File: config.mk
export PLATFORM = sky130hd
export DESIGN_NAME = rgb_led_pwm_controller
export DESIGN_NICKNAME = d
export VERILOG_FILES = /design/src/verilog/led_pwm_pkg.sv /design/src/verilog/rgb_led_pwm_controller.sv
export SDC_FILE = /design/constraint.sdc
export NUM_CORES = 1
export LEC_CHECK = 0
export BUFFER_PORTS_ARGS = -buffer_cell sky130_fd_sc_hd__clkbuf_2
export CORE_MARGIN = 2
export CORE_UTILIZATION = 60
export CTS_CLUSTER_SIZE = 28
export DETAILED_ROUTE_END_ITERATION = 16
export PLACE_DENSITY_LB_ADDON = 0.15
export SLEW_MARGIN = 30
export SYNTH_ARGS = -nofsm -noshare
export SYNTH_HDL_FRONTEND = slang
export SYNTH_SLANG_ARGS = --single-unit
export TNS_END_PERCENT = 10
File: constraint.sdc
create_clock -name core_clk -period 13.8 [get_ports core_clk]
set_clock_uncertainty 0.05 [all_clocks]
set_input_delay 0 -clock core_clk [delete_from_list [all_inputs] [get_ports core_clk]]
set_output_delay 0 -clock core_clk [all_outputs]
set_load 0.005 [all_outputs]
File: src/verilog/led_pwm_pkg.sv
// Constants, types and colour table for the three-channel LED PWM controller.
// Assumes a single core clock at CLK_MHZ; register map is reached over a 2-wire bus.
package led_pwm_pkg;
  localparam int CLK_MHZ      = 250;
  localparam int FRAME_US     = 50;
  localparam int FRAME_CYCLES = FRAME_US * CLK_MHZ;
  localparam int CNT_W        = 16;

  // Register offsets and reset values
  localparam logic [7:0] OFS_CTRL  = 8'h00;
  localparam logic [7:0] OFS_COLOR = 8'h01;
  localparam logic [7:0] OFS_ILIM  = 8'h02;
  localparam logic [7:0] CTRL_RST  = 8'h20;
  localparam logic [7:0] COLOR_RST = 8'h00;
  localparam logic [7:0] ILIM_RST  = 8'h00;

  // Control register fields
  localparam int BIT_PWM     = 7;
  localparam int BIT_EN      = 6;
  localparam int BIT_MODE    = 5;
  localparam int BIT_RED     = 3;
  localparam int BIT_GREEN   = 2;
  localparam int BIT_BLUE    = 1;
  localparam int BIT_OVERLAP = 0;
  // Colour/brightness and current-limit fields
  localparam int COLOR_HI  = 7;
  localparam int COLOR_LO  = 4;
  localparam int BRIGHT_HI = 3;
  localparam int BRIGHT_LO = 1;
  localparam int RED_CUR   = 4;
  localparam int GREEN_CUR = 2;
  localparam int BLUE_CUR  = 0;

  localparam logic [2:0] BRIGHT_MAX = 3'h7;
  localparam logic [3:0] SHARE_FULL = 4'hc;
  localparam logic [3:0] BYTE_BITS  = 4'h8;
  // Arbitrary bus address value
  localparam logic [6:0] DEV_ADDR_DEFAULT = 7'h2a;

  typedef struct packed {logic red; logic green; logic blue;} rgb_t;
  typedef struct packed {logic [1:0] red; logic [1:0] green; logic [1:0] blue;} current_codes_t;
  typedef struct packed {logic [3:0] red; logic [3:0] green; logic [3:0] blue;} share_t;

  typedef enum logic [3:0] {
    I2C_IDLE, I2C_ADDR, I2C_PTR, I2C_WDATA, I2C_ACK_ADDR, I2C_ACK_PTR,
    I2C_ACK_DATA, I2C_RDATA, I2C_RACK
  } i2c_state_t;

  // Colour shares in twelfths of the lit window
  function automatic share_t color_share(input logic [3:0] code);
    case (code)
      4'h0: color_share = '{4'hc, 4'h0, 4'h0};
      4'h1: color_share = '{4'h0, 4'hc, 4'h0};
      4'h2: color_share = '{4'h0, 4'h0, 4'hc};
      4'h3: color_share = '{4'h6, 4'h6, 4'h0};
      4'h4: color_share = '{4'h0, 4'h6, 4'h6};
      4'h5: color_share = '{4'h6, 4'h0, 4'h6};
      4'h6: color_share = '{4'h4, 4'h4, 4'h4};
      4'h7: color_share = '{4'h6, 4'h3, 4'h3};
      4'h8: color_share = '{4'h3, 4'h6, 4'h3};
      4'h9: color_share = '{4'h3, 4'h6, 4'h3};
      4'ha: color_share = '{4'h3, 4'h3, 4'h6};
      4'hb: color_share = '{4'h9, 4'h3, 4'h0};
      4'hc: color_share = '{4'h0, 4'h9, 4'h3};
      4'hd: color_share = '{4'h3, 4'h9, 4'h0};
      4'he: color_share = '{4'h0, 4'h3, 4'h9};
      default: color_share = '{4'h3, 4'h0, 4'h9};
    endcase
  endfunction : color_share
endpackage : led_pwm_pkg

File: src/verilog/rgb_led_pwm_controller.sv
// Three-channel LED sink controller: 2-wire register slave, PWM frame engine.
// Assumes scl/sda and the external reset arrive asynchronously; pads resolve sda.
`timescale 1ns/1ps
module rgb_led_pwm_controller #(
  parameter int         FRAME_CYCLES = led_pwm_pkg::FRAME_CYCLES,
  parameter logic [6:0] DEV_ADDR     = led_pwm_pkg::DEV_ADDR_DEFAULT
) (
  input  wire logic                        core_clk,
  input  wire logic                        resetn,
  input  wire logic                        external_reset_n,
  input  wire logic                        scl_in,
  input  wire logic                        sda_in,
  output logic                             sda_out,
  output logic                             sda_oe_n,
  output led_pwm_pkg::rgb_t                sink_pin_oe_n,
  output logic                             sink_mode_select,
  output led_pwm_pkg::current_codes_t      current_codes
);
  localparam int CW = led_pwm_pkg::CNT_W;
  localparam int PW = CW + 4;
  localparam logic [CW-1:0] FRAME_LEN  = CW'(FRAME_CYCLES);
  localparam logic [CW-1:0] FRAME_LAST = CW'(FRAME_CYCLES - 1);

  typedef struct packed {
    logic                        ext_meta;
    logic                        ext_sync;
    logic                        scl_meta;
    logic                        scl_sync;
    logic                        scl_prev;
    logic                        sda_meta;
    logic                        sda_sync;
    logic                        sda_prev;
    led_pwm_pkg::i2c_state_t     i2c;
    logic [3:0]                  bit_cnt;
    logic [7:0]                  shift;
    logic [7:0]                  ptr;
    logic                        read_mode;
    logic                        master_nack;
    logic                        sda_oe_n;
    logic                        sda_out;
    logic [7:0]                  ctrl;
    logic [7:0]                  color;
    logic [7:0]                  ilim;
    logic [7:0]                  act_ctrl;
    logic [7:0]                  act_color;
    logic [CW-1:0]               frame_cnt;
    led_pwm_pkg::rgb_t           sink_oe_n;
    logic                        sink_mode;
    led_pwm_pkg::current_codes_t cur;
  } state_t;

  // Defaults; scl/sda sync stages idle high so release cannot fake a start
  function automatic state_t reset_value();
    state_t v;
    v           = '0;
    v.scl_meta  = 1'b1;
    v.scl_sync  = 1'b1;
    v.scl_prev  = 1'b1;
    v.sda_meta  = 1'b1;
    v.sda_sync  = 1'b1;
    v.sda_prev  = 1'b1;
    v.i2c       = led_pwm_pkg::I2C_IDLE;
    v.sda_oe_n  = 1'b1;
    v.ctrl      = led_pwm_pkg::CTRL_RST;
    v.color     = led_pwm_pkg::COLOR_RST;
    v.ilim      = led_pwm_pkg::ILIM_RST;
    v.act_ctrl  = led_pwm_pkg::CTRL_RST;
    v.act_color = led_pwm_pkg::COLOR_RST;
    v.sink_oe_n = '1;
    v.sink_mode = 1'b1;
    return v;
  endfunction : reset_value
  localparam state_t ST_RST = reset_value();
  state_t                 st;
  state_t                 next_st;
  logic                   scl_rise;
  logic                   scl_fall;
  logic                   bus_start;
  logic                   bus_stop;
  logic                   frame_end;
  logic [7:0]             read_data;
  logic [2:0]             bright;
  logic [CW-1:0]          win;
  led_pwm_pkg::share_t    share;
  logic [PW-1:0]          cnt12;
  logic [PW-1:0]          thr_r;
  logic [PW-1:0]          thr_rg;
  logic [PW-1:0]          thr_all;
  led_pwm_pkg::rgb_t      en;
  led_pwm_pkg::rgb_t      slot;
  led_pwm_pkg::rgb_t      on;
  // Bus edges come from the second and third stages only
  assign scl_rise  = st.scl_sync & ~st.scl_prev;
  assign scl_fall  = ~st.scl_sync & st.scl_prev;
  assign bus_start = st.scl_sync & st.scl_prev & st.sda_prev & ~st.sda_sync;
  assign bus_stop  = st.scl_sync & st.scl_prev & ~st.sda_prev & st.sda_sync;
  assign frame_end = (st.frame_cnt == FRAME_LAST);
  // Read mux; unmapped offsets read as zero
  always_comb begin
    case (st.ptr)
      led_pwm_pkg::OFS_CTRL:  read_data = st.ctrl;
      led_pwm_pkg::OFS_COLOR: read_data = st.color;
      led_pwm_pkg::OFS_ILIM:  read_data = st.ilim;
      default:                read_data = 8'h00;
    endcase
  end
  // Lit window: the frame halved once per step below full brightness, and empty at brightness zero
  assign bright = st.act_color[led_pwm_pkg::BRIGHT_HI:led_pwm_pkg::BRIGHT_LO];
  assign win    = (bright == 3'h0) ? '0 : (FRAME_LEN >> (led_pwm_pkg::BRIGHT_MAX - bright));
  assign share  = led_pwm_pkg::color_share(
                    st.act_color[led_pwm_pkg::COLOR_HI:led_pwm_pkg::COLOR_LO]);
  // Slot edges compared in twelfths so no divider is needed
  assign cnt12   = PW'(st.frame_cnt) * PW'(led_pwm_pkg::SHARE_FULL);
  assign thr_r   = PW'(win) * PW'(share.red);
  assign thr_rg  = PW'(win) * PW'(share.red + share.green);
  assign thr_all = PW'(win) * PW'(led_pwm_pkg::SHARE_FULL);
  // Red first, then green, then blue, all inside the lit window
  always_comb begin
    slot.red   = (cnt12 < thr_r);
    slot.green = (cnt12 >= thr_r) && (cnt12 < thr_rg);
    slot.blue  = (cnt12 >= thr_rg) && (cnt12 < thr_all);
  end
  // Output selection by mode
  always_comb begin
    en.red   = st.act_ctrl[led_pwm_pkg::BIT_RED];
    en.green = st.act_ctrl[led_pwm_pkg::BIT_GREEN];
    en.blue  = st.act_ctrl[led_pwm_pkg::BIT_BLUE];
    if (!st.act_ctrl[led_pwm_pkg::BIT_EN]) begin
      on = '0;
    end else if (!st.act_ctrl[led_pwm_pkg::BIT_PWM]) begin
      on = en;
    end else if (st.act_ctrl[led_pwm_pkg::BIT_OVERLAP]) begin
      on = en & {3{st.frame_cnt < win}};
    end else begin
      on = en & slot;
    end
  end

  // Next state: synchronisers, frame engine, register slave
  always_comb begin
    next_st          = st;
    next_st.ext_meta = external_reset_n;
    next_st.ext_sync = st.ext_meta;
    next_st.scl_meta = scl_in;
    next_st.scl_sync = st.scl_meta;
    next_st.scl_prev = st.scl_sync;
    next_st.sda_meta = sda_in;
    next_st.sda_sync = st.sda_meta;
    next_st.sda_prev = st.sda_sync;

    // Shadows load only at the boundary so a half-written setting never shows
    next_st.frame_cnt = frame_end ? '0 : st.frame_cnt + 1'b1;
    if (frame_end) begin
      next_st.act_ctrl  = st.ctrl;
      next_st.act_color = st.color;
    end
    next_st.sink_oe_n = ~on;
    next_st.sink_mode = st.act_ctrl[led_pwm_pkg::BIT_MODE];
    next_st.cur.red   = st.ilim[led_pwm_pkg::RED_CUR+:2];
    next_st.cur.green = st.ilim[led_pwm_pkg::GREEN_CUR+:2];
    next_st.cur.blue  = st.ilim[led_pwm_pkg::BLUE_CUR+:2];

    if (bus_start) begin
      next_st.i2c      = led_pwm_pkg::I2C_ADDR;
      next_st.bit_cnt  = 4'h0;
      next_st.sda_oe_n = 1'b1;
    end else if (bus_stop) begin
      next_st.i2c      = led_pwm_pkg::I2C_IDLE;
      next_st.sda_oe_n = 1'b1;
    end else begin
      case (st.i2c)
        led_pwm_pkg::I2C_IDLE: begin
          next_st.sda_oe_n = 1'b1;
        end
        led_pwm_pkg::I2C_ADDR, led_pwm_pkg::I2C_PTR, led_pwm_pkg::I2C_WDATA: begin
          if (scl_rise && st.bit_cnt != led_pwm_pkg::BYTE_BITS) begin
            next_st.shift   = {st.shift[6:0], st.sda_sync};
            next_st.bit_cnt = st.bit_cnt + 1'b1;
          end else if (scl_fall && st.bit_cnt == led_pwm_pkg::BYTE_BITS) begin
            next_st.bit_cnt = 4'h0;
            case (st.i2c)
              led_pwm_pkg::I2C_ADDR: begin
                if (st.shift[7:1] == DEV_ADDR) begin
                  next_st.read_mode = st.shift[0];
                  next_st.sda_oe_n  = 1'b0;
                  next_st.i2c       = led_pwm_pkg::I2C_ACK_ADDR;
                end else begin
                  next_st.i2c = led_pwm_pkg::I2C_IDLE;
                end
              end
              led_pwm_pkg::I2C_PTR: begin
                next_st.ptr      = st.shift;
                next_st.sda_oe_n = 1'b0;
                next_st.i2c      = led_pwm_pkg::I2C_ACK_PTR;
              end
              default: begin
                case (st.ptr)
                  led_pwm_pkg::OFS_CTRL:  next_st.ctrl  = st.shift;
                  led_pwm_pkg::OFS_COLOR: next_st.color = st.shift;
                  led_pwm_pkg::OFS_ILIM:  next_st.ilim  = st.shift;
                  default:                next_st.ilim  = st.ilim;
                endcase
                next_st.ptr      = st.ptr + 1'b1;
                next_st.sda_oe_n = 1'b0;
                next_st.i2c      = led_pwm_pkg::I2C_ACK_DATA;
              end
            endcase
          end
        end
        led_pwm_pkg::I2C_ACK_ADDR, led_pwm_pkg::I2C_ACK_PTR, led_pwm_pkg::I2C_ACK_DATA: begin
          if (scl_fall) begin
            if (st.i2c == led_pwm_pkg::I2C_ACK_ADDR && st.read_mode) begin
              next_st.shift    = read_data;
              next_st.sda_oe_n = read_data[7];
              next_st.ptr      = st.ptr + 1'b1;
              next_st.i2c      = led_pwm_pkg::I2C_RDATA;
            end else begin
              next_st.sda_oe_n = 1'b1;
              next_st.i2c      = (st.i2c == led_pwm_pkg::I2C_ACK_ADDR) ?
                                 led_pwm_pkg::I2C_PTR : led_pwm_pkg::I2C_WDATA;
            end
          end
        end
        led_pwm_pkg::I2C_RDATA: begin
          if (scl_rise) begin
            next_st.bit_cnt = st.bit_cnt + 1'b1;
          end else if (scl_fall) begin
            if (st.bit_cnt == led_pwm_pkg::BYTE_BITS) begin
              next_st.sda_oe_n = 1'b1;
              next_st.i2c      = led_pwm_pkg::I2C_RACK;
            end else begin
              next_st.shift    = {st.shift[6:0], 1'b0};
              next_st.sda_oe_n = st.shift[6];
            end
          end
        end
        led_pwm_pkg::I2C_RACK: begin
          if (scl_rise) begin
            next_st.master_nack = st.sda_sync;
          end else if (scl_fall) begin
            next_st.bit_cnt = 4'h0;
            if (st.master_nack) begin
              next_st.i2c = led_pwm_pkg::I2C_IDLE; // Master is done; wait for stop
            end else begin
              next_st.shift    = read_data;
              next_st.sda_oe_n = read_data[7];
              next_st.ptr      = st.ptr + 1'b1;
              next_st.i2c      = led_pwm_pkg::I2C_RDATA;
            end
          end
        end
        default: begin
          next_st.i2c = led_pwm_pkg::I2C_IDLE;
        end
      endcase
    end

    // External reset pin holds all but the synchronisers at defaults
    if (!st.ext_sync) begin
      next_st          = ST_RST;
      next_st.ext_meta = external_reset_n;
      next_st.ext_sync = st.ext_meta;
      next_st.scl_meta = scl_in;
      next_st.scl_sync = st.scl_meta;
      next_st.scl_prev = st.scl_sync;
      next_st.sda_meta = sda_in;
      next_st.sda_sync = st.sda_meta;
      next_st.sda_prev = st.sda_sync;
    end
  end
  // State register
  always_ff @(posedge core_clk or negedge resetn) begin
    if (!resetn) begin
      st <= ST_RST;
    end else begin
      st <= next_st;
    end
  end
  assign sda_out          = st.sda_out;
  assign sda_oe_n         = st.sda_oe_n;
  assign sink_pin_oe_n    = st.sink_oe_n;
  assign sink_mode_select = st.sink_mode;
  assign current_codes    = st.cur;
  AST_MODE_FOLLOWS: assert property (@(posedge core_clk) disable iff (!resetn || !st.ext_sync)
    frame_end ##2 1'b1 |-> sink_mode_select == $past(st.ctrl[led_pwm_pkg::BIT_MODE], 2))
    else $error("sink mode does not follow control bit");
  AST_DISABLED_OFF: assert property (@(posedge core_clk) disable iff (!resetn || !st.ext_sync)
    !st.act_ctrl[led_pwm_pkg::BIT_EN] |=> sink_pin_oe_n == 3'h7)
    else $error("output lit while outputs disabled");
  AST_DIRECT_DRIVE: assert property (@(posedge core_clk) disable iff (!resetn || !st.ext_sync)
    st.act_ctrl[led_pwm_pkg::BIT_EN] && !st.act_ctrl[led_pwm_pkg::BIT_PWM]
    |=> sink_pin_oe_n == ~$past(st.act_ctrl[3:1]))
    else $error("direct mode output differs from enable bits");
  AST_ZERO_BRIGHT: assert property (@(posedge core_clk) disable iff (!resetn || !st.ext_sync)
    st.act_ctrl[7:6] == 2'h3 && bright == 3'h0 |=> sink_pin_oe_n == 3'h7)
    else $error("output lit at brightness zero");
  AST_OVERLAP_TOGETHER: assert property (@(posedge core_clk) disable iff (!resetn || !st.ext_sync)
    st.act_ctrl[7:6] == 2'h3 && st.act_ctrl[0] && st.frame_cnt == '0 && bright != 3'h0
    |=> sink_pin_oe_n == ~$past(st.act_ctrl[3:1]))
    else $error("overlapping outputs not lit together");
  AST_FRAME_TAIL_OFF: assert property (@(posedge core_clk) disable iff (!resetn || !st.ext_sync)
    st.act_ctrl[led_pwm_pkg::BIT_PWM] && st.frame_cnt >= win |=> sink_pin_oe_n == 3'h7)
    else $error("output lit after the lit window");
  AST_ONE_SLOT: assert property (@(posedge core_clk) disable iff (!resetn || !st.ext_sync)
    st.act_ctrl[7:6] == 2'h3 && !st.act_ctrl[0] |=> $countones(~sink_pin_oe_n) <= 1)
    else $error("two slots lit at once in time-sliced mode");
  AST_RED_CODE: assert property (@(posedge core_clk) disable iff (!resetn || !st.ext_sync)
    st.act_ctrl[7:6] == 2'h3 && !st.act_ctrl[0] && st.act_color[7:4] == 4'h0
    |=> sink_pin_oe_n.green && sink_pin_oe_n.blue)
    else $error("red-only colour lit green or blue");
  AST_SHADOW_HOLD: assert property (@(posedge core_clk) disable iff (!resetn || !st.ext_sync)
    !frame_end |=> $stable(st.act_ctrl) && $stable(st.act_color))
    else $error("active setting changed inside a frame");
  AST_CURRENT_CODES: assert property (@(posedge core_clk) disable iff (!resetn || !st.ext_sync)
    $changed(st.ilim) |=> current_codes == $past(st.ilim[5:0]))
    else $error("current codes do not track register");
endmodule : rgb_led_pwm_controller

Word-level counts from Yosys, hierarchy flattened
Memory sizes are Yosys's and may differ from the RTL's.
Cells that the tools add are included.
{"block": "classes", "muxes": 70, "n_bitwise": 14, "shift": 1, "reduce_logical": 21, "add_sub_neg": 5, "n_mul": 4, "n_eq_ne": 60, "magnitude_cmp": 6}
{"cell": "$mux W24", "n": 8}
{"cell": "$mux W16", "n": 6}
{"cell": "$mux W94", "n": 1}
{"cell": "$mux W8", "n": 9}
{"cell": "$lt A20 B20 Y1", "n": 3}
{"cell": "$ne A5 B5 Y1 const B", "n": 10}
{"cell": "$pmux W8 S3", "n": 2}
{"cell": "$ge A20 B20 Y1", "n": 2}
{"cell": "$ne A3 B3 Y1 const B", "n": 13}
{"cell": "$mul A16 B2 Y18 const B", "n": 2}
{"cell": "$mux W4", "n": 8}
{"cell": "$pmux W8 S4", "n": 1}
{"cell": "$reduce_and A7 Y1", "n": 4}
{"cell": "$mux W22", "n": 1}
{"cell": "$mul A16 B4 Y20", "n": 1}
{"cell": "$mul A16 B5 Y20", "n": 1}
{"cell": "$mux W1", "n": 20}
{"cell": "$ne A2 B1 Y1 const B", "n": 10}
{"cell": "$ne A4 B4 Y1 const B", "n": 5}
{"cell": "$pmux W4 S5", "n": 1}
{"cell": "$mux W18", "n": 1}
{"cell": "$mux W3", "n": 6}
{"cell": "$mux W9", "n": 2}
{"cell": "$add A16 B1 Y16 const B", "n": 1}
{"cell": "39 further kinds", "n": 63}
{"block": "totals", "ff_bits": 101, "n_memories": 1, "rom_bits": 192, "output_inout_bits": 12, "word_cells": 210, "input_bits": 5}
{"name": "(no name shown)", "depth": 16, "word_bits": 12, "rd": 1, "rd_ports_with_merged_regs": 0, "write_ports": 0, "line": "led_pwm_pkg.sv:51", "text": "case (code)"}

Depth between registers and ports, before layout
Gate-level depths: netlist of run 1.
{"block": "logic_depth", "word_depth": 12, "depth_mapped": 33, "depth_no_buf": 32}

Worst setup path after synthesis of run 1
Ideal clock, no wire load.
{"block": "synth_timing", "path_kind": "reg2reg", "start": "register st[30] in the netlist's numbering", "end": "register st (netlist bit sink_pin_oe_n[0])", "slack_ps": 6484, "t_required_ps": 13661, "t_arrival_ps": 7177, "path_stages_with_launch": 31, "path_cell_list": "dfrtp_1 > inv_1 > ha_1 > nor2b_1 > a211oi_1 > clkbuf_1 > ha_1 > a21oi_1 > xor2_1 > nor2_1 > fa_1 > fa_1 > inv_1 > fa_1 > inv_1 > ha_1 > o21a_1 > o21a_1 > and4_4 > a221oi_2 > nor2_1 > or4_1 > a31oi_1 > ha_1 > nand4_1 > nor2_1 > nand2_1 > o211ai_1 > a31oi_1 > o41ai_2 > nand3_1"}
{"element": "from (decl)", "line": "rgb_led_pwm_controller.sv:74", "text": "state_t st;"}
{"element": "from (signal assigned)", "line": "rgb_led_pwm_controller.sv:276", "text": "st <= next_st;"}

==> results of run 1 <==
==> state kept, by name, summed over array words and instances, names as in the netlist <==
register,count
en,3
sink_mode_select,1
bright,3
sink_pin_oe_n,3
current_codes,6
st,82
sda_oe_n,1
==> path summary, 6_finish.rpt <==
path / endpoint / cells after the start / start / slack (ps)
max in group asynchronous: en[1] / 3 / resetn / 12470
worst min register to register: st[100] / 0 / st[101] / 300
worst max-delay path: sink_pin_oe_n[0] / 29 / st[32] / 5510
worst min-delay path: st[88] / 2 / resetn / 140
min in group core_clk: st[96] / 2 / sda_in / 240
worst max register to register: sink_pin_oe_n[0] / 29 / st[32] / 5510
==> power breakdown <==
part	internal, W	total (W)	switching (W)
Clock	0.000129	0.000254	0.000125
Sequential	0.000300	0.000312	0.0000112
Combinational	0.0000372	0.0000991	0.0000619
Total	0.000466	0.000665	0.000198
==> area by class of cell <==
cell class	instances	area [sq um]	share of cell area [%]
Multi-Input combinational cell	1121	8770	69.2
Sequential cell	99	2490	19.7
Inverter	153	574	4.54
Tap cell	265	332	2.62
Clock buffer	9	225	1.78
Timing Repair Buffer	28	185	1.46
Clock inverter	7	85.1	0.672
==> critical path, delay by kind of cell (launching register included) <==
kind / cells / cell delay (ps)
adder cells (fa/ha/maj): 8 / 2980
AND/OR/NAND/NOR: 9 / 1940
buffers and inverters: 3 / 250
AO/OA/AOI/OAI: 9 / 2350
flip-flops: 1 / 620
==> layout by cell type (no fill, tap or decap), types with 5 or more instances in the layout <==
master	n
o21bai_1	9
nor2b_1	30
fa_1	62
nand4_1	13
a21boi_0	9
ha_1	174
o21a_1	9
xnor2_1	33
and3_1	16
clkbuf_16	9
inv_1	153
dfrtp_1	86
mux2_2	26
nor4_1	5
mux2i_1	19
nor2_1	130
o31ai_1	6
buf_4	10
nand3_1	33
nor3_1	22
a222oi_1	8
o211ai_1	12
xor2_1	29
a21oi_1	77
o2bb2ai_1	6
o21ai_0	76
nand2b_1	17
a31oi_1	13
a211oi_1	11
a21o_1	25
and2_1	31
clkbuf_2	14
nand2_1	134
dfstp_2	13
==> synth_stat cells (19+ instances only) <==
| library cell | n |
|---|---|
| mux2i_1 | 19 |
| inv_1 | 153 |
| xnor2_1 | 33 |
| a21o_1 | 25 |
| clkbuf_1 | 25 |
| nor2_1 | 130 |
| fa_1 | 62 |
| dfrtp_1 | 86 |
| nor3_1 | 22 |
| mux2_2 | 26 |
| nor2b_1 | 30 |
| nand3_1 | 33 |
| a21oi_1 | 77 |
| and2_1 | 31 |
| xor2_1 | 29 |
| o21ai_0 | 76 |
| ha_1 | 174 |
| nand2_1 | 134 |
==> logic make-up after synthesis <==
group / synth area share [%]
multiplexers: 4.00
AND/OR/NAND/NOR: 18.4
XOR/XNOR: 4.50
AO/OA/AOI/OAI: 17.3
flip-flops: 20.7
buffers and inverters: 6.72
adder cells (fa/ha/maj): 28.3
other: 0.0311
==> stage by stage <==
step,total power (W),worst slack [ps]
floorplan,0.000379,6480
global placement,0.000413,5800
detailed placement,0.000415,5630
CTS,0.000670,5590
global route,0.000692,4940
finish,0.000665,5510
==> layer usage <==
layer  track usage, %  up-vias  wire length (um)
li1                 -     4889                 -
met1             36.6     4860             13000
met2             48.4      268             14300
met3             2.54       63              1210
met4             10.4        0              1070
met5                0        -                 0
==> results.ini, run 1 <==
[synth]
async_reset_ff_share_pct = 100
synth.area.top_cells = ha_1, dfrtp_1, fa_1, inv_1, nand2_1
synth-main-ff-cell = dfrtp_1
synth_warnings = 0
synth_top_area_share_pct = 18.0
synth-edff-count = 0
yosysTopAreaCell = ha_1
syn_nets = 1663
synth_seq_cells = 99
ys_seq_area_share_pct = 20.7
synthDistinctLibCells = 79
synthCells = 1422
syn_area_sq_um = 12100
synth.avg_cell_area_sq_um = 8.49

[hold_path]
min_path_type = in -> async

[global_routing]
grt_pass1_vias = 9780
grt_pass1_wl_um = 48700
grt_start_max_net_pins = 53
globalRouteOverflowTotal = 0
grt_usage_pct = 28.0
antenna_found_initial = 0

[run]
drv_cap = 0

[floorplan]
num_rows = 51
coreArea_sq_um = 19600
start_util_pct = 61.6
die-area_sq_um = 21300
die_w_um = 146
die_h_um = 146
ios = 17

[worst_setup_path]
critPathMaxStageDelay_ps = 770
worstSetupPathType = reg -> reg
startpoint_type = register
worstSetupEndpointType = register
crit_path_max_fanout = 15
arrival_ps = 8510
cpMaxStageDelayCell = a21oi_1
crit_required_ps = 14010

[place]
dp.cells = 1662
io_buffers = 15
place_area_sq_um = 12300
dp_hpwl_um = 23800
gp_congestion = 0.940

[finish]
drive_above_1_share_pct = 7.13
nets = 1653
nFillCells = 1709
fin_util_pct = 64.6
antenna_cells = 0
finalInstanceArea_sq_um = 12700
final_cells = 1682
areaGrowthSynthToFinish_pct = 4.89

[routing]
routed-via-count = 10100
ant_nets = 0
drc_errors = 0
wl_um = 29600
drt_iter0_markers = 721
dr.pass1.iters = 8
wire_per_inst_um = 17.6
via_per_inst = 5.99

[clock_tree]
clk_pin_slew_worst_paths_ps = 80
root_buffer = clkbuf_16
cts_resized = 0
ctsHoldBuffers = 4
cts_tree = done
post_cts_buffers = 0
htreeDepth = 3
clock_latency_ps = 350
cts_sinks = 99
cts_buffers = 9
clock_path_buffers = 2

[timing]
hold_ws_ps = 144
rsz0062_at_grt = no
worst_slew_pin_slew_ps = 986
fin_crit_ps = 8290
max_freq_mhz = 121
slew_headroom_pct = 34.3
fin_crit_sh_pct = 60.1
setup_violations = 0
hold_viol = 0
setup_tns_ps = 0
drv_slew = 0

[status]
status = finished clean

[power_and_ir_drop]
vdd_drop_max_mv = 0.110
power.density_nw_per_um2 = 52.5
leakagePower_nw = 6.12

Note: power is estimated with default switching activity, not from simulation.
==> inputs of run 2 (changes only) <==
--- a/config.mk
+++ b/config.mk
@@ -5,9 +5,10 @@
 export SDC_FILE = /design/constraint.sdc
 export NUM_CORES = 1
 export LEC_CHECK = 0
+export ABC_AREA = 1
 export BUFFER_PORTS_ARGS = -buffer_cell sky130_fd_sc_hd__clkbuf_2
 export CORE_MARGIN = 2
-export CORE_UTILIZATION = 60
+export CORE_UTILIZATION = 59
 export CTS_CLUSTER_SIZE = 28
 export DETAILED_ROUTE_END_ITERATION = 16
 export PLACE_DENSITY_LB_ADDON = 0.15
==> constraint.sdc (replaced) <==
create_clock -name core_clk -period 6.8 [get_ports core_clk]
set_clock_uncertainty 0.05 [all_clocks]
set_input_delay 0 -clock core_clk [delete_from_list [all_inputs] [get_ports core_clk]]
set_output_delay 0 -clock core_clk [all_outputs]
set_load 0.005 [all_outputs]
==> run 2 against run 1 <==
Area after synthesis decreased by 2.7%. Synthesized cell count increased by 13%. Fmax increased by 27%. Register-to-register slack got worse by 5200 ps. Combinational power increased to 10 times the previous value. Cell area increased by 2.3%. Critical path type unchanged.
==> results.ini, run 2 <==
[status]
status = finished clean  ; unchanged

[worst_setup_path]
arrival_ps = 6750  ; was 8510 ps
crit_required_ps = 7040  ; was 14010 ps
startpoint_type = register  ; unchanged
worstSetupPathType = reg -> reg  ; unchanged
cpMaxStageDelayCell = fa_1  ; was a21oi_1
cp_common_cell = nand2_1
worstSetupEndpointType = register  ; unchanged
critPathMaxStageDelay_ps = 520  ; was 770 ps
crit_path_max_fanout = 9  ; was 15

[timing]
worst_slew_pin_slew_ps = 845  ; was 986 ps
drv_slew = 0  ; unchanged
slew_headroom_pct = 43.3  ; was 34.3%
fin_crit_sh_pct = 95.8  ; was 60.1%
setup_violations = 0  ; unchanged
fin_crit_ps = 6510  ; was 8290 ps
max_freq_mhz = 154  ; was 121 MHz
hold_viol = 0  ; unchanged
setup_tns_ps = 0  ; unchanged

[finish]
layout.cells.most_common = nand2_1  ; was ha_1
finalInstanceArea_sq_um = 12900  ; was 12700 sq um
areaGrowthSynthToFinish_pct = 10.2  ; was 4.89%
layout_common_cells = nand2_1, inv_1, ha_1  ; was ha_1, inv_1, nand2_1
regMostFlops = st  ; unchanged
drive_above_1_share_pct = 10.2  ; was 7.13%
nets = 1891  ; was 1653
antenna_cells = 0  ; unchanged
largest_reg_flops = 82  ; unchanged

[routing]
wl_um = 30800  ; was 29600 um
wire_per_inst_um = 16.1  ; was 17.6 um
routed-via-count = 10600  ; was 10100
via_per_inst = 5.53  ; was 5.99
dr.pass1.iters = 5  ; was 8
drt_iter0_markers = 768  ; was 721
ant_nets = 0  ; unchanged
drc_errors = 0  ; unchanged

[synth]
synth-main-ff-cell = dfrtp_1  ; unchanged
syn_nets = 1847  ; was 1663
async_reset_ff_share_pct = 100  ; unchanged
synth_warnings = 0  ; unchanged
synthCells = 1606  ; was 1422
ys_seq_area_share_pct = 21.2  ; was 20.7%
synth.avg_cell_area_sq_um = 7.32  ; was 8.49 sq um
yosysTopAreaCell = ha_1  ; unchanged
yosysMostFrequentCell = nand2_1  ; was ha_1
synth.area.top_cells = ha_1, dfrtp_1, nand2_1, fa_1, inv_1  ; was ha_1, dfrtp_1, fa_1, inv_1, nand2_1
syn_area_sq_um = 11800  ; was 12100 sq um
synth_top_area_share_pct = 18.5  ; was 18.0%
synthDistinctLibCells = 51  ; was 79
synth_common_cells = nand2_1, inv_1, ha_1  ; was ha_1, inv_1, nand2_1
synth-edff-count = 0  ; unchanged
synth_seq_cells = 99  ; unchanged

[power_and_ir_drop]
intPower_w = 0.00127  ; was 0.000466 W
netSwitchingFraction_pct = 43.8  ; was 29.8%
power_frac_seq_pct = 32.9  ; was 46.9%
finalPower_w = 0.00225  ; was 0.000665 W
power.density_nw_per_um2 = 174  ; was 52.5 nW/um^2
leakagePower_nw = 6.80  ; was 6.12 nW
clkPwrFrac_pct = 21.5  ; was 38.2%
pwr-share-comb_pct = 45.6  ; was 14.9%
vdd_drop_max_mv = 0.192  ; was 0.110 mV
switching_power_w = 0.000986  ; was 0.000198 W

[place]
place_area_sq_um = 12300  ; about the same
io_buffers = 15  ; unchanged
gp_congestion = 0.974  ; was 0.940
dp_hpwl_um = 24600  ; was 23800 um

[clock_tree]
clock_path_buffers = 2  ; unchanged
cts_tree = done  ; unchanged
clk_pin_slew_worst_paths_ps = 70  ; was 80 ps
cts_buffers = 9  ; unchanged
clock_latency_ps = 350  ; about the same
root_buffer = clkbuf_16  ; unchanged
cts_sinks = 99  ; unchanged
htreeDepth = 3  ; unchanged

[floorplan]
die-area_sq_um = 21100  ; was 21300 sq um
ios = 17  ; unchanged
start_util_pct = 60.2  ; was 61.6%
coreArea_sq_um = 19500  ; was 19600 sq um
num_rows = 51  ; unchanged
die_h_um = 145  ; was 146 um
die_w_um = 145  ; was 146 um

[global_routing]
grt_pass1_wl_um = 49800  ; was 48700 um
antenna_found_initial = 0  ; unchanged
grt_usage_pct = 29.0  ; was 28.0%
globalRouteOverflowTotal = 0  ; unchanged
grt_pass1_vias = 10200  ; was 9780
grt_start_max_net_pins = 63  ; was 53

[run]
drv_cap = 0  ; unchanged

[hold_path]
min_path_type = in -> async  ; unchanged

[run 2: cell count changes in the layout (fill, tap and decap cells not counted), moves of 20 or more]
cell / before / now
inv_1: 153 / 244
nand2_1: 134 / 358
o21ai_0: 76 / 111
mux2_2: 26 / 0
and2_1: 31 / 1
a21o_1: 25 / 5
buf_4: 10 / 49
nor2b_1: 30 / 0
[run 2: final cells by class]
cell class	count	area, sq um
multi-input cells	1216	8390
fillers	1760	6580
repair buffers	67	478
flip-flops and latches	99	2490
well taps	265	332
clock inverters	7	52.6
clock buffers	9	225
inverters	257	978
[run 2: through the flow]
stage | utilization (%) | cells | setup slack [ps] | hold slack [ps]
detailed placement | 62.8 | 1889 | -148 | -54.5
floorplan | - | 1606 | 112 | -346
finish | 66.3 | 1920 | 288 | 97.6
global placement | 62.8 | 1889 | 55.0 | -60.2
global route | 66.3 | 1920 | -52.5 | 152
CTS | 64.5 | 1909 | 0.897 | 113
[run 2: final timing paths]
check                              endpoint  depth (start not counted)    start  slack, ps
max                        sink_pin_oe_n[0]                         38   st[30]        290
min                                   en[2]                          2   resetn        100
max reg2reg                sink_pin_oe_n[0]                         38   st[30]        290
min reg2reg                         st[100]                          0  st[101]        300
max in group asynchronous            st[10]                          3   resetn       5430
min in group core_clk                st[96]                          2   sda_in        230
[run 2: metal layers]
layer	GRT usage (%)	wire (um)	share of wire, %	vias up
met5	0	0	0	-
met3	2.39	1220	3.9	58
met1	38.3	13500	44	5036
met4	10.7	1030	3.3	0
met2	49.9	15100	49	260
li1	-	-	-	5256
[run 2: critical path: cells and delay by family (launching register included)]
family / cells / cell delay, ps
AND/OR/NAND/NOR: 17 / 1430
buffers and inverters: 6 / 640
flip-flops: 1 / 420
XOR/XNOR: 1 / 190
adder cells (fa/ha/maj): 7 / 2640
AO/OA/AOI/OAI: 7 / 1090
[run 2: power by group through the flow]
stage	logic (W)	clock network (W)	registers, W
finish	0.00103	0.000484	0.000741
global route	0.00116	0.000513	0.000749
CTS	0.000964	0.000491	0.000740
detailed placement	0.000955	0	0.000751
global placement	0.000942	0	0.000750
floorplan	0.000707	0	0.000728
[run 2: timing repair]
item / 4_1_cts / 5_1_grt
gates cloned: 0 / 1
endpoints found under the setup margin: 2 / 2
hold buffers: 4 / 0
buffers inserted: 0 / 10
gates resized for setup: 6 / 61
hold endpoints to repair: 40 / 0
pin swaps: 0 / 43
[run 2: logic make-up after synthesis]
group	Yosys count	synth area share, %
AO/OA/AOI/OAI	285	13.2
XOR/XNOR	58	4.32
adder cells (fa/ha/maj)	236	29.1
buffers and inverters	292	9.82
flip-flops	99	21.2
other	1	0.0319
AND/OR/NAND/NOR	635	22.3
